**src/rtl/txsh_pkg.sv**
```systemverilog
package txsh_pkg;

  // ---------------------------------------------------------------
  // Register map (byte addresses)
  // ---------------------------------------------------------------
  localparam logic [7:0] TXSH_OFF_PDAL  = 8'h00;
  localparam logic [7:0] TXSH_OFF_PDAH  = 8'h04;
  localparam logic [7:0] TXSH_OFF_PBC   = 8'h08;
  localparam logic [7:0] TXSH_OFF_PST   = 8'h0c;
  localparam logic [7:0] TXSH_OFF_NBAL  = 8'h10;
  localparam logic [7:0] TXSH_OFF_STYLE = 8'h14;
  localparam logic [7:0] TXSH_OFF_CTRL  = 8'h18;

  // ---------------------------------------------------------------
  // Register indexes after decode
  // ---------------------------------------------------------------
  localparam logic [2:0] TXSH_IDX_PDAL  = 3'h0;
  localparam logic [2:0] TXSH_IDX_PDAH  = 3'h1;
  localparam logic [2:0] TXSH_IDX_PBC   = 3'h2;
  localparam logic [2:0] TXSH_IDX_PST   = 3'h3;
  localparam logic [2:0] TXSH_IDX_NBAL  = 3'h4;
  localparam logic [2:0] TXSH_IDX_STYLE = 3'h5;
  localparam logic [2:0] TXSH_IDX_CTRL  = 3'h6;
  localparam logic [2:0] TXSH_IDX_NONE  = 3'h7;

  // ---------------------------------------------------------------
  // Field positions and reset values
  // ---------------------------------------------------------------
  localparam int         TXSH_POS_WIDE    = 8;
  localparam int         TXSH_POS_STOP    = 0;
  localparam int         TXSH_POS_SUSPEND = 1;
  localparam int         TXSH_POS_OPEN    = 2;
  localparam logic [7:0] TXSH_RST_STYLE   = 8'h00;
  localparam logic       TXSH_RST_STOP    = 1'b1;
  localparam logic       TXSH_RST_SUSPEND = 1'b0;

  // ---------------------------------------------------------------
  // Style codes and bus answers
  // ---------------------------------------------------------------
  localparam logic [7:0] TXSH_STYLE_NARROW = 8'h00;
  localparam logic [7:0] TXSH_STYLE_RSVD1  = 8'h01;
  localparam logic [7:0] TXSH_STYLE_WIDE   = 8'h02;
  localparam logic [7:0] TXSH_STYLE_BURST  = 8'h03;
  localparam logic [1:0] TXSH_RESP_OKAY    = 2'h0;
  localparam logic [1:0] TXSH_RESP_SLVERR  = 2'h2;
  localparam logic [1:0] TXSH_RESP_DECERR  = 2'h3;

endpackage

```
**src/rtl/txsh_style_if.sv**
```systemverilog
`timescale 1ns/1ns
// Style code out to the decoder, decoded layout back
interface txsh_style_if;
  logic [7:0] code;
  logic       wide;
  logic       init_burst;
  logic       ring_burst;
  logic       reserved;
  modport dec  (input code, output wide, init_burst, ring_burst, reserved);
  modport user (output code, input wide, init_burst, ring_burst, reserved);
endinterface

```
**src/rtl/txsh_style_dec.sv**
```systemverilog
`timescale 1ns/1ns
module txsh_style_dec
(
  input  wire logic aclk,
  input  wire logic aresetn,
  txsh_style_if.dec sty
);

  // Decode of the structure style code
  always_comb
  begin
    sty.wide       = 1'b0;
    sty.init_burst = 1'b0;
    sty.ring_burst = 1'b0;
    sty.reserved   = 1'b0;
    case (sty.code)
      txsh_pkg::TXSH_STYLE_NARROW:
      begin
        sty.init_burst = 1'b1;
      end
      txsh_pkg::TXSH_STYLE_RSVD1:
      begin
        sty.wide     = 1'b1;
        sty.reserved = 1'b1;
      end
      txsh_pkg::TXSH_STYLE_WIDE:
      begin
        sty.wide       = 1'b1;
        sty.init_burst = 1'b1;
      end
      txsh_pkg::TXSH_STYLE_BURST:
      begin
        sty.wide       = 1'b1;
        sty.init_burst = 1'b1;
        sty.ring_burst = 1'b1;
      end
      default:
      begin
        sty.reserved = 1'b1;
      end
    endcase
  end
endmodule // txsh_style_dec

```
**src/rtl/txsh_regs.sv**
```systemverilog
// Implementation choices: the address map and the AXI4-Lite interface to the registers.
`timescale 1ns/1ns
module txsh_regs
#(
  parameter int AW = 8
)
(
  input  wire logic          aclk,
  input  wire logic          aresetn,
  input  wire logic [AW-1:0] s_axi_awaddr,
  input  wire logic          s_axi_awvalid,
  output logic               s_axi_awready,
  input  wire logic [31:0]   s_axi_wdata,
  input  wire logic [3:0]    s_axi_wstrb,
  input  wire logic          s_axi_wvalid,
  output logic               s_axi_wready,
  output logic [1:0]         s_axi_bresp,
  output logic               s_axi_bvalid,
  input  wire logic          s_axi_bready,
  input  wire logic [AW-1:0] s_axi_araddr,
  input  wire logic          s_axi_arvalid,
  output logic               s_axi_arready,
  output logic [31:0]        s_axi_rdata,
  output logic [1:0]         s_axi_rresp,
  output logic               s_axi_rvalid,
  input  wire logic          s_axi_rready,
  input  wire logic          eng_advance,
  input  wire logic [31:0]   eng_desc_addr,
  input  wire logic [31:0]   eng_tx_desc_word1,
  input  wire logic [15:0]   eng_next_buf_addr_lo,
  output logic               stop_flag,
  output logic               suspend_flag,
  output logic [7:0]         structure_style_code,
  output logic               wide_structure_flag,
  output logic               init_burst_ok,
  output logic               ring_burst_ok,
  output logic               style_reserved
);

  // ---------------------------------------------------------------
  // Decode helpers
  // ---------------------------------------------------------------
  function automatic logic [2:0] reg_index(input logic [AW-1:0] a);
    logic [7:0] b;
    b = 8'(a);
    case (b)
      txsh_pkg::TXSH_OFF_PDAL:  reg_index = txsh_pkg::TXSH_IDX_PDAL;
      txsh_pkg::TXSH_OFF_PDAH:  reg_index = txsh_pkg::TXSH_IDX_PDAH;
      txsh_pkg::TXSH_OFF_PBC:   reg_index = txsh_pkg::TXSH_IDX_PBC;
      txsh_pkg::TXSH_OFF_PST:   reg_index = txsh_pkg::TXSH_IDX_PST;
      txsh_pkg::TXSH_OFF_NBAL:  reg_index = txsh_pkg::TXSH_IDX_NBAL;
      txsh_pkg::TXSH_OFF_STYLE: reg_index = txsh_pkg::TXSH_IDX_STYLE;
      txsh_pkg::TXSH_OFF_CTRL:  reg_index = txsh_pkg::TXSH_IDX_CTRL;
      default:                  reg_index = txsh_pkg::TXSH_IDX_NONE;
    endcase
  endfunction

  // Gated registers need stop or suspend, control is always open
  function automatic logic [1:0] answer(input logic [2:0] idx,
                                        input logic       open);
    if (idx == txsh_pkg::TXSH_IDX_NONE)
      answer = txsh_pkg::TXSH_RESP_DECERR;
    else if (idx != txsh_pkg::TXSH_IDX_CTRL && !open)
      answer = txsh_pkg::TXSH_RESP_SLVERR;
    else
      answer = txsh_pkg::TXSH_RESP_OKAY;
  endfunction

  // Byte-lane merge on the low sixteen bits
  function automatic logic [15:0] merge16(input logic [15:0] old,
                                          input logic [31:0] d,
                                          input logic [3:0]  s);
    merge16 = {s[1] ? d[15:8] : old[15:8], s[0] ? d[7:0] : old[7:0]};
  endfunction

  // ---------------------------------------------------------------
  // State
  // ---------------------------------------------------------------
  logic          aw_held;
  logic [AW-1:0] aw_addr;
  logic          w_held;
  logic [31:0]   w_data;
  logic [3:0]    w_strb;
  logic          access_open;
  logic          do_write;
  logic [2:0]    wr_idx;
  logic          wr_ok;
  logic [2:0]    rd_idx;
  logic [31:0]   next_rdata;
  logic [15:0]   prev_desc_addr_lo;
  logic [15:0]   prev_desc_addr_hi;
  logic [11:0]   prev_byte_count;
  logic [15:0]   prev_status_copy;
  logic [15:0]   next_buf_addr_lo;

  txsh_style_if sty ();

  assign access_open   = stop_flag | suspend_flag;
  assign do_write      = aw_held & w_held & ~s_axi_bvalid;
  assign wr_idx        = reg_index(aw_addr);
  assign wr_ok         = do_write &&
                         answer(wr_idx, access_open) == 2'h0;
  assign rd_idx        = reg_index(s_axi_araddr);
  assign s_axi_awready = ~aw_held & ~s_axi_bvalid;
  assign s_axi_wready  = ~w_held & ~s_axi_bvalid;
  assign s_axi_arready = ~s_axi_rvalid;

  // ---------------------------------------------------------------
  // Write channel capture
  // ---------------------------------------------------------------
  // Address held until the write completes
  always_ff @(posedge aclk)
  begin
    if (!aresetn)
      aw_held <= 1'b0;
    else if (s_axi_awvalid && s_axi_awready)
      aw_held <= 1'b1;
    else if (do_write)
      aw_held <= 1'b0;
  end

  always_ff @(posedge aclk)
  begin
    if (s_axi_awvalid && s_axi_awready)
      aw_addr <= s_axi_awaddr;
  end

  // Data held until the write completes
  always_ff @(posedge aclk)
  begin
    if (!aresetn)
      w_held <= 1'b0;
    else if (s_axi_wvalid && s_axi_wready)
      w_held <= 1'b1;
    else if (do_write)
      w_held <= 1'b0;
  end

  always_ff @(posedge aclk)
  begin
    if (s_axi_wvalid && s_axi_wready)
    begin
      w_data <= s_axi_wdata;
      w_strb <= s_axi_wstrb;
    end
  end

  // Write response, held until taken
  always_ff @(posedge aclk)
  begin
    if (!aresetn)
    begin
      s_axi_bvalid <= 1'b0;
      s_axi_bresp  <= txsh_pkg::TXSH_RESP_OKAY;
    end
    else if (do_write)
    begin
      s_axi_bvalid <= 1'b1;
      s_axi_bresp  <= answer(wr_idx, access_open);
    end
    else if (s_axi_bready)
      s_axi_bvalid <= 1'b0;
  end

  // ---------------------------------------------------------------
  // Control and style registers
  // ---------------------------------------------------------------
  // Stop and suspend flags
  always_ff @(posedge aclk)
  begin
    if (!aresetn)
    begin
      stop_flag    <= txsh_pkg::TXSH_RST_STOP;
      suspend_flag <= txsh_pkg::TXSH_RST_SUSPEND;
    end
    else if (wr_ok && wr_idx == txsh_pkg::TXSH_IDX_CTRL && w_strb[0])
    begin
      stop_flag    <= w_data[txsh_pkg::TXSH_POS_STOP];
      suspend_flag <= w_data[txsh_pkg::TXSH_POS_SUSPEND];
    end
  end

  // Style code, cleared only by hard reset; wide flag not writable
  always_ff @(posedge aclk)
  begin
    if (!aresetn)
      structure_style_code <= txsh_pkg::TXSH_RST_STYLE;
    else if (wr_ok && wr_idx == txsh_pkg::TXSH_IDX_STYLE && w_strb[0])
      structure_style_code <= w_data[7:0];
  end

  assign sty.code            = structure_style_code;
  assign wide_structure_flag = sty.wide;
  assign init_burst_ok       = sty.init_burst;
  assign ring_burst_ok       = sty.ring_burst;
  assign style_reserved      = sty.reserved;

  txsh_style_dec u_dec
  (
    .aclk    (aclk),
    .aresetn (aresetn),
    .sty     (sty)
  );

  // ---------------------------------------------------------------
  // Shadow registers: no reset term at all
  // ---------------------------------------------------------------
  // Previous descriptor address, engine advance beats host write
  always_ff @(posedge aclk)
  begin
    if (eng_advance)
    begin
      prev_desc_addr_lo <= eng_desc_addr[15:0];
      prev_desc_addr_hi <= eng_desc_addr[31:16];
    end
    else if (wr_ok && wr_idx == txsh_pkg::TXSH_IDX_PDAL)
      prev_desc_addr_lo <= merge16(prev_desc_addr_lo, w_data, w_strb);
    else if (wr_ok && wr_idx == txsh_pkg::TXSH_IDX_PDAH)
      prev_desc_addr_hi <= merge16(prev_desc_addr_hi, w_data, w_strb);
  end

  // Previous count and status copies
  always_ff @(posedge aclk)
  begin
    if (eng_advance)
    begin
      prev_byte_count  <= eng_tx_desc_word1[11:0];
      prev_status_copy <= eng_tx_desc_word1[31:16];
    end
    else if (wr_ok && wr_idx == txsh_pkg::TXSH_IDX_PBC)
      prev_byte_count <= 12'(merge16({4'h0, prev_byte_count},
                                     w_data, w_strb));
    else if (wr_ok && wr_idx == txsh_pkg::TXSH_IDX_PST)
      prev_status_copy <= merge16(prev_status_copy, w_data, w_strb);
  end

  // Next buffer address
  always_ff @(posedge aclk)
  begin
    if (eng_advance)
      next_buf_addr_lo <= eng_next_buf_addr_lo;
    else if (wr_ok && wr_idx == txsh_pkg::TXSH_IDX_NBAL)
      next_buf_addr_lo <= merge16(next_buf_addr_lo, w_data, w_strb);
  end

  // ---------------------------------------------------------------
  // Read channel
  // ---------------------------------------------------------------
  // Read mux, upper half always zero
  always_comb
  begin
    next_rdata = 32'h0000_0000;
    case (rd_idx)
      txsh_pkg::TXSH_IDX_PDAL:  next_rdata[15:0] = prev_desc_addr_lo;
      txsh_pkg::TXSH_IDX_PDAH:  next_rdata[15:0] = prev_desc_addr_hi;
      txsh_pkg::TXSH_IDX_PBC:   next_rdata[11:0] = prev_byte_count;
      txsh_pkg::TXSH_IDX_PST:   next_rdata[15:0] = prev_status_copy;
      txsh_pkg::TXSH_IDX_NBAL:  next_rdata[15:0] = next_buf_addr_lo;
      txsh_pkg::TXSH_IDX_STYLE:
      begin
        next_rdata[7:0]                    = structure_style_code;
        next_rdata[txsh_pkg::TXSH_POS_WIDE] = sty.wide;
      end
      txsh_pkg::TXSH_IDX_CTRL:
      begin
        next_rdata[txsh_pkg::TXSH_POS_STOP]    = stop_flag;
        next_rdata[txsh_pkg::TXSH_POS_SUSPEND] = suspend_flag;
        next_rdata[txsh_pkg::TXSH_POS_OPEN]    = access_open;
      end
      default:                  next_rdata = 32'h0000_0000;
    endcase
    if (answer(rd_idx, access_open) != txsh_pkg::TXSH_RESP_OKAY)
      next_rdata = 32'h0000_0000;
  end

  // Read data and response, held until taken
  always_ff @(posedge aclk)
  begin
    if (!aresetn)
    begin
      s_axi_rvalid <= 1'b0;
      s_axi_rdata  <= 32'h0000_0000;
      s_axi_rresp  <= txsh_pkg::TXSH_RESP_OKAY;
    end
    else if (s_axi_arvalid && s_axi_arready)
    begin
      s_axi_rvalid <= 1'b1;
      s_axi_rdata  <= next_rdata;
      s_axi_rresp  <= answer(rd_idx, access_open);
    end
    else if (s_axi_rready)
      s_axi_rvalid <= 1'b0;
  end
endmodule // txsh_regs

```
**config.mk**
```make
export PLATFORM = sky130hd
export DESIGN_NAME = txsh_regs
export DESIGN_NICKNAME = d
export VERILOG_FILES = /design/src/rtl/txsh_pkg.sv /design/src/rtl/txsh_style_if.sv /design/src/rtl/txsh_style_dec.sv /design/src/rtl/txsh_regs.sv
export SDC_FILE = /design/constraint.sdc
export NUM_CORES = 1
export LEC_CHECK = 0
export BUFFER_PORTS_ARGS = -buffer_cell sky130_fd_sc_hd__buf_2
export CORE_ASPECT_RATIO = 0.7
export CORE_MARGIN = 4
export CORE_UTILIZATION = 46
export DETAILED_ROUTE_END_ITERATION = 10
export GPL_ROUTABILITY_DRIVEN = 0
export PLACE_DENSITY = 0.86
export SYNTH_ARGS = -nofsm -noshare
export SYNTH_HDL_FRONTEND = slang
export SYNTH_HIERARCHICAL = 1
export SYNTH_SLANG_ARGS = --single-unit
```
**constraint.sdc**
```tcl
create_clock -name aclk -period 2.25 [get_ports aclk]
set_input_delay 0.3375 -clock aclk [delete_from_list [all_inputs] [get_ports aclk]]
set_output_delay 0.3375 -clock aclk [all_outputs]
set_load 0.03 [all_outputs]
```
==> flow_summary.toml, run 1 <==
[run_status]
outcome = "finished clean"

[route]
ant_nets = 0
wl_per_cell_um = 17.8
drc = 0
dr.pass1.iters = 5
vias_per_cell = 5.24
wirelength_mm = 17.1
drt_iter0_drc = 462
vias = 5048

[synth]
synthCells = 596
synth_top_cell_area_share_pct = 48.7
synth_edf_count = 102
yosys_warnings = 6
synthFlopType = "edfxtp_1"
synth_common_cells = "195 x nand2_1, 102 x edfxtp_1, 34 x dfxtp_1, 33 x mux2i_1, 28 x clkbuf_1"
ys_seq_area_share_pct = 59.5
yosys-top-cells-area = "edfxtp_1 49%, nand2_1 12%, dfxtp_1 11%"
syn_avg_cell_area_um2 = 10.6
synth_top_cell_by_area = "edfxtp_1"
synth_area_um2 = 6290
ys_async_sr_fraction_pct = 0
synth_most_common_cell = "nand2_1"
ys_types = 50
ys_ff_latch = 136

[floorplan]
die_w_um = 148
die_h_um = 106
dieArea_um2 = 15600
core_um2 = 13300
ioPinCount = 195
rows = 35
initial_utilization_pct = 47.4

[layout]
multi_input_area_um2 = 2410
drive_gt1_share_pct = 30.3
final-seq-area_um2 = 3740
diodes = 0
nFillCells = 1013
nNetsFinal = 905
syn_to_final_growth_pct = 27.1

[power]
pwr-share-clk_pct = 43.2
p_seq_share_pct = 47.0
leakagePower_nw = 3.46
sw_frac_of_total_pct = 24.4
worst_ir_drop_vdd_v = 0.000579
power_per_cell_area_nw_per_um2 = 783
combPwrFrac_pct = 9.8
switchingPower_w = 0.00153
p_int_w = 0.00473

[timing]
skew_ps = 7.16
grt_setup_unrepaired = "yes"
setup_viol = 0
hold_viol_final = 0
final_max_slew_viol_count = 0
slew_headroom_pct = 51.7
timing.hold.ws_ps = 91.9
fmax_mhz = 449
fin_setup_tns_ps = 0
tightest_slew_ps = 724
final.min_clock_period_ps = 2230
final.period_utilization_pct = 98.9

[critical_path]
r2r_cells = 5
r2r-end = "prev_byte_count[9]"
ff2ff_setup_slack_ps = 20
reg2reg_from = "aw_addr[7]"
startpoint_type = "flip-flop"
critPathCaptureType = "flip-flop"
path_class = "reg2reg"
cp_max_fo = 4
critPathArrivalTime_ps = 2360
worstPathRequired_ps = 2380

[clock_network]
clockBufferDepth = 2
post-cts-setup-buffers = 0
holdBufCountCts = 0
cts_sinks = 136
path_clk_slew_ps = 60
cts-root-buf = "clkbuf_16"
clock_latency_ps = 420
cts_tree = "yes"
cts_max_level = 4
cts_made_buffers = 17

[min_path]
whs_path_depth = 1
hp-start = "s_axi_wdata[9]"
hold_class = "in2reg"
hold_end = "w_data[9]"

[global_route]
grt_max_degree = 41
antenna_found_initial = 0
grt_overflow = 0
grt_pass1_wl_mm = 25.7
grt.total_usage_pct = 21.8
grt_pass1_vias = 4687

[placement]
dpl.hpwl_mm = 12.7
io_buffers = 156

[run]
max-cap-violations = 0
==> final cells by class <==
type,instances,share of cell area [%]
Sequential cell,136,46.8
Clock inverter,14,1.85
Tap cell,185,2.90
Inverter,4,0.188
Clock buffer,18,5.37
Multi-Input combinational cell,422,30.2
Timing Repair Buffer,184,12.7
==> metal layers <==
metal | share of wire [%] | track usage (%) | vias up | wire (um)
met5 | 0 | 0 | - | 0
met4 | 1.4 | 7.05 | 0 | 243
met3 | 12 | 5.97 | 22 | 2010
met2 | 42 | 30.4 | 291 | 7120
met1 | 45 | 32.9 | 2289 | 7750
li1 | - | - | 2446 | -
==> worst max-delay path by stage <==
stage                          start                   end  slack [ps]  depth (start not counted)
after floorplan           aw_addr[7]   prev_status_copy[0]          50                          4
after global placement    aw_addr[7]  prev_desc_addr_lo[3]         -40                          4
after detailed placement  aw_addr[7]  prev_desc_addr_lo[2]         -60                          4
after CTS                 aw_addr[7]  prev_desc_addr_lo[9]         -10                          4
after global routing      aw_addr[7]   prev_byte_count[10]         -40                          5
final                     aw_addr[7]    prev_byte_count[9]          20                          5
==> power by group through the flow <==
stage / Clock [W] / Combinational [W] / Sequential [W]
floorplan: 0 / 0.000361 / 0.00298
global placement: 0 / 0.000585 / 0.00298
detailed placement: 0 / 0.000596 / 0.00299
CTS: 0.00273 / 0.000607 / 0.00294
global route: 0.00285 / 0.000672 / 0.00295
finish: 0.00271 / 0.000613 / 0.00294
==> logic make-up (layout without fill, tap and decap cells) <==
logic type      after synthesis  after routing  synth area share (%)
buf+inv                      53            220                  4.18
other cells                   1             16                0.0596
compound gates               74             74                  8.39
mux                          41             41                  6.68
simple gates                291            291                  21.2
flops                       136            136                  59.5
==> registers in the layout, summed over array words and instances, names as in the netlist, 2 cells and up <==
signal / count
next_buf_addr_lo: 16
prev_desc_addr_hi: 16
prev_desc_addr_lo: 16
prev_status_copy: 16
s_axi_rdata: 16
w_data: 16
prev_byte_count: 12
aw_addr: 8
structure_style_code: 8
s_axi_bresp: 2
s_axi_rresp: 2
w_strb: 2
==> layout by cell type, fill, tap and decap left out, drive strengths merged, types with 7 or more instances in the layout <==
master	count
mux2i	33
nand2	195
o2bb2ai	7
buf	184
inv	7
mux2	8
or4	7
edfxtp	102
nor3	11
nor4	7
clkbuf	18
dfxtp	34
conb	16
o21ai	14
nand2b	21
a21oi	11
nor2	18
==> through the flow <==
step / power [W] / instances / instance area (um2) / setup slack [ps] / util (%)
global placement: 0.00356 / 931 / 7350 / -38.0 / 55.4
floorplan: 0.00334 / 611 / 6350 / 49.9 / -
CTS: 0.00627 / 963 / 7970 / -11.0 / 60.1
global route: 0.00647 / 963 / 8000 / -38.0 / 60.3
finish: 0.00626 / 963 / 8000 / 24.8 / 60.3
detailed placement: 0.00358 / 931 / 7350 / -63.6 / 55.4
==> repair_timing <==
| action | CTS | global route |
|---|---|---|
| pin swaps | 2 | 4 |
| endpoints found under the setup margin | 66 | 67 |
| cloned | 0 | 0 |
| resized for setup | 5 | 3 |
==> critical path: stages, from the launching register on <==
cell	delay (ps)
edfxtp_1	370
or4_4	550
or4_4	450
nor3_4	240
buf_4	170
a31o_4	170
Power figures use the tool's default switching activity.
==> run 2: changes to the inputs <==
MAX_ROUTING_LAYER = met4   (was not set)
==> run 2 against run 1 <==
Effect of this change: register-to-register slack barely moved; combinational power barely moved; clock skew rose by 1.0 ps; non-clock buffer count did not move; clock power barely moved; wire length fell by 0.13%; first-iteration DRC count fell by 11%; utilization did not move; cell count did not move; die area did not move; critical path depth did not move; critical endpoint unchanged.
==> flow_summary.toml, run 2 (synthesized netlist as in run 1, its figures left out) <==
[power]
sw_frac_of_total_pct = 24.4
power_per_cell_area_nw_per_um2 = 782
p_seq_share_pct = 47.0
leakagePower_nw = 3.46
combPwrFrac_pct = 9.8
total_power_w = 0.00625
p_int_w = 0.00473
switchingPower_w = 0.00152
pwr-share-clk_pct = 43.2
worst_ir_drop_vdd_v = 0.000575

[global_route]
grt_overflow = 0
grt_pass1_vias = 4698
grt_max_degree = 41
grt.total_usage_pct = 22.4
grt_pass1_wl_mm = 25.6
antenna_found_initial = 0

[floorplan]
die_w_um = 148
core_um2 = 13300
dieArea_um2 = 15600
die_h_um = 106
ioPinCount = 195
initial_utilization_pct = 47.4
rows = 35

[layout]
nNetsFinal = 905
final_common_cell = "nand2_1"
diodes = 0
syn_to_final_growth_pct = 27.1
fin_util_pct = 60.3
final_cell_mix = "195 x nand2_1, 156 x buf_2, 102 x edfxtp_1"
drive_gt1_share_pct = 30.3

[timing]
hold_viol_final = 0
final.period_utilization_pct = 98.9
final.min_clock_period_ps = 2230
final_max_slew_viol_count = 0
grt_setup_unrepaired = "yes"
fmax_mhz = 449
setup_viol = 0
tightest_slew_ps = 714
slew_headroom_pct = 52.4
skew_ps = 8.16
fin_ws_ps = 24.4

[route]
ant_nets = 0
wl_per_cell_um = 17.8
dr.pass1.iters = 5
wirelength_mm = 17.1
drt_iter0_drc = 411
vias_per_cell = 5.28
drc = 0
vias = 5080

[placement]
dpl.hpwl_mm = 12.7
io_buffers = 156
pre_cts_slack_ps = -63.6

[clock_network]
path_clk_slew_ps = 60
cts_sinks = 136
clock_latency_ps = 420
cts-root-buf = "clkbuf_16"
cts_max_level = 4
cts_made_buffers = 17
post-cts-setup-buffers = 0
clockBufferDepth = 2
cts_tree = "yes"

[critical_path]
critPathCaptureType = "flip-flop"
startpoint_type = "flip-flop"
critPathArrivalTime_ps = 2360
worstPathRequired_ps = 2380
cp_max_fo = 4
ff2ff_setup_slack_ps = 20
path_class = "reg2reg"

[run]
max-cap-violations = 0

[run_status]
outcome = "finished clean"

[min_path]
hold_class = "in2reg"
==> run 2: layout make-up <==
class                   instances  area, um2
clock buffers                  18        429
inverters                       4       15.0
fillers                      1013       5270
well taps                     185        231
multi-input cells             422       2410
flip-flops and latches        136       3740
clock inverters                14        148
repair buffers                184       1020
==> run 2: path summary, 6_finish.rpt <==
check / startpoint / end / cells after the start
hold / removal: s_axi_wdata[9] / w_data[9] / 1
setup reg to reg: aw_addr[7] / prev_byte_count[9] / 5
setup / recovery: aw_addr[7] / prev_byte_count[9] / 5
hold reg to reg: s_axi_rdata[7] / s_axi_rdata[7] / 2
==> run 2: critical path, stage by stage, from the launching register on <==
cell and delay, ps:
edfxtp_1 370, or4_4 540, or4_4 450, nor3_4 240
buf_4 170, a31o_4 170
==> run 2: power groups by stage <==
stage | combinational (W) | clock, W | sequential, W
after floorplan | 0.000361 | 0 | 0.00298
after global placement | 0.000585 | 0 | 0.00298
after detailed placement | 0.000596 | 0 | 0.00299
after CTS | 0.000607 | 0.00273 | 0.00294
after global routing | 0.000672 | 0.00285 | 0.00295
final | 0.000614 | 0.00270 | 0.00294
==> run 2: metrics by stage <==
step	hold slack (ps)	instance area, um2	setup TNS (ps)	std cells
after floorplan	436	6350	0	611
after global placement	432	7350	-699	931
after detailed placement	443	7350	-1860	931
after CTS	72.8	7970	-80.6	963
after global routing	67.9	8000	-155	963
final	92.5	8000	0	963
==> run 2: per-layer routing <==
layer,GRT usage (%),up-vias,share of wire [%]
li1,-,2448,-
met2,30.3,294,42
met1,33.3,2315,47
met4,7.25,0,1.3
met3,4.98,23,10
met5,-,-,0
==> run 2: repair_timing <==
action	4_1_cts	5_1_grt
hold buffers	0	0
pin swaps	2	4
resized for setup	5	3
endpoints found under the setup margin	66	67
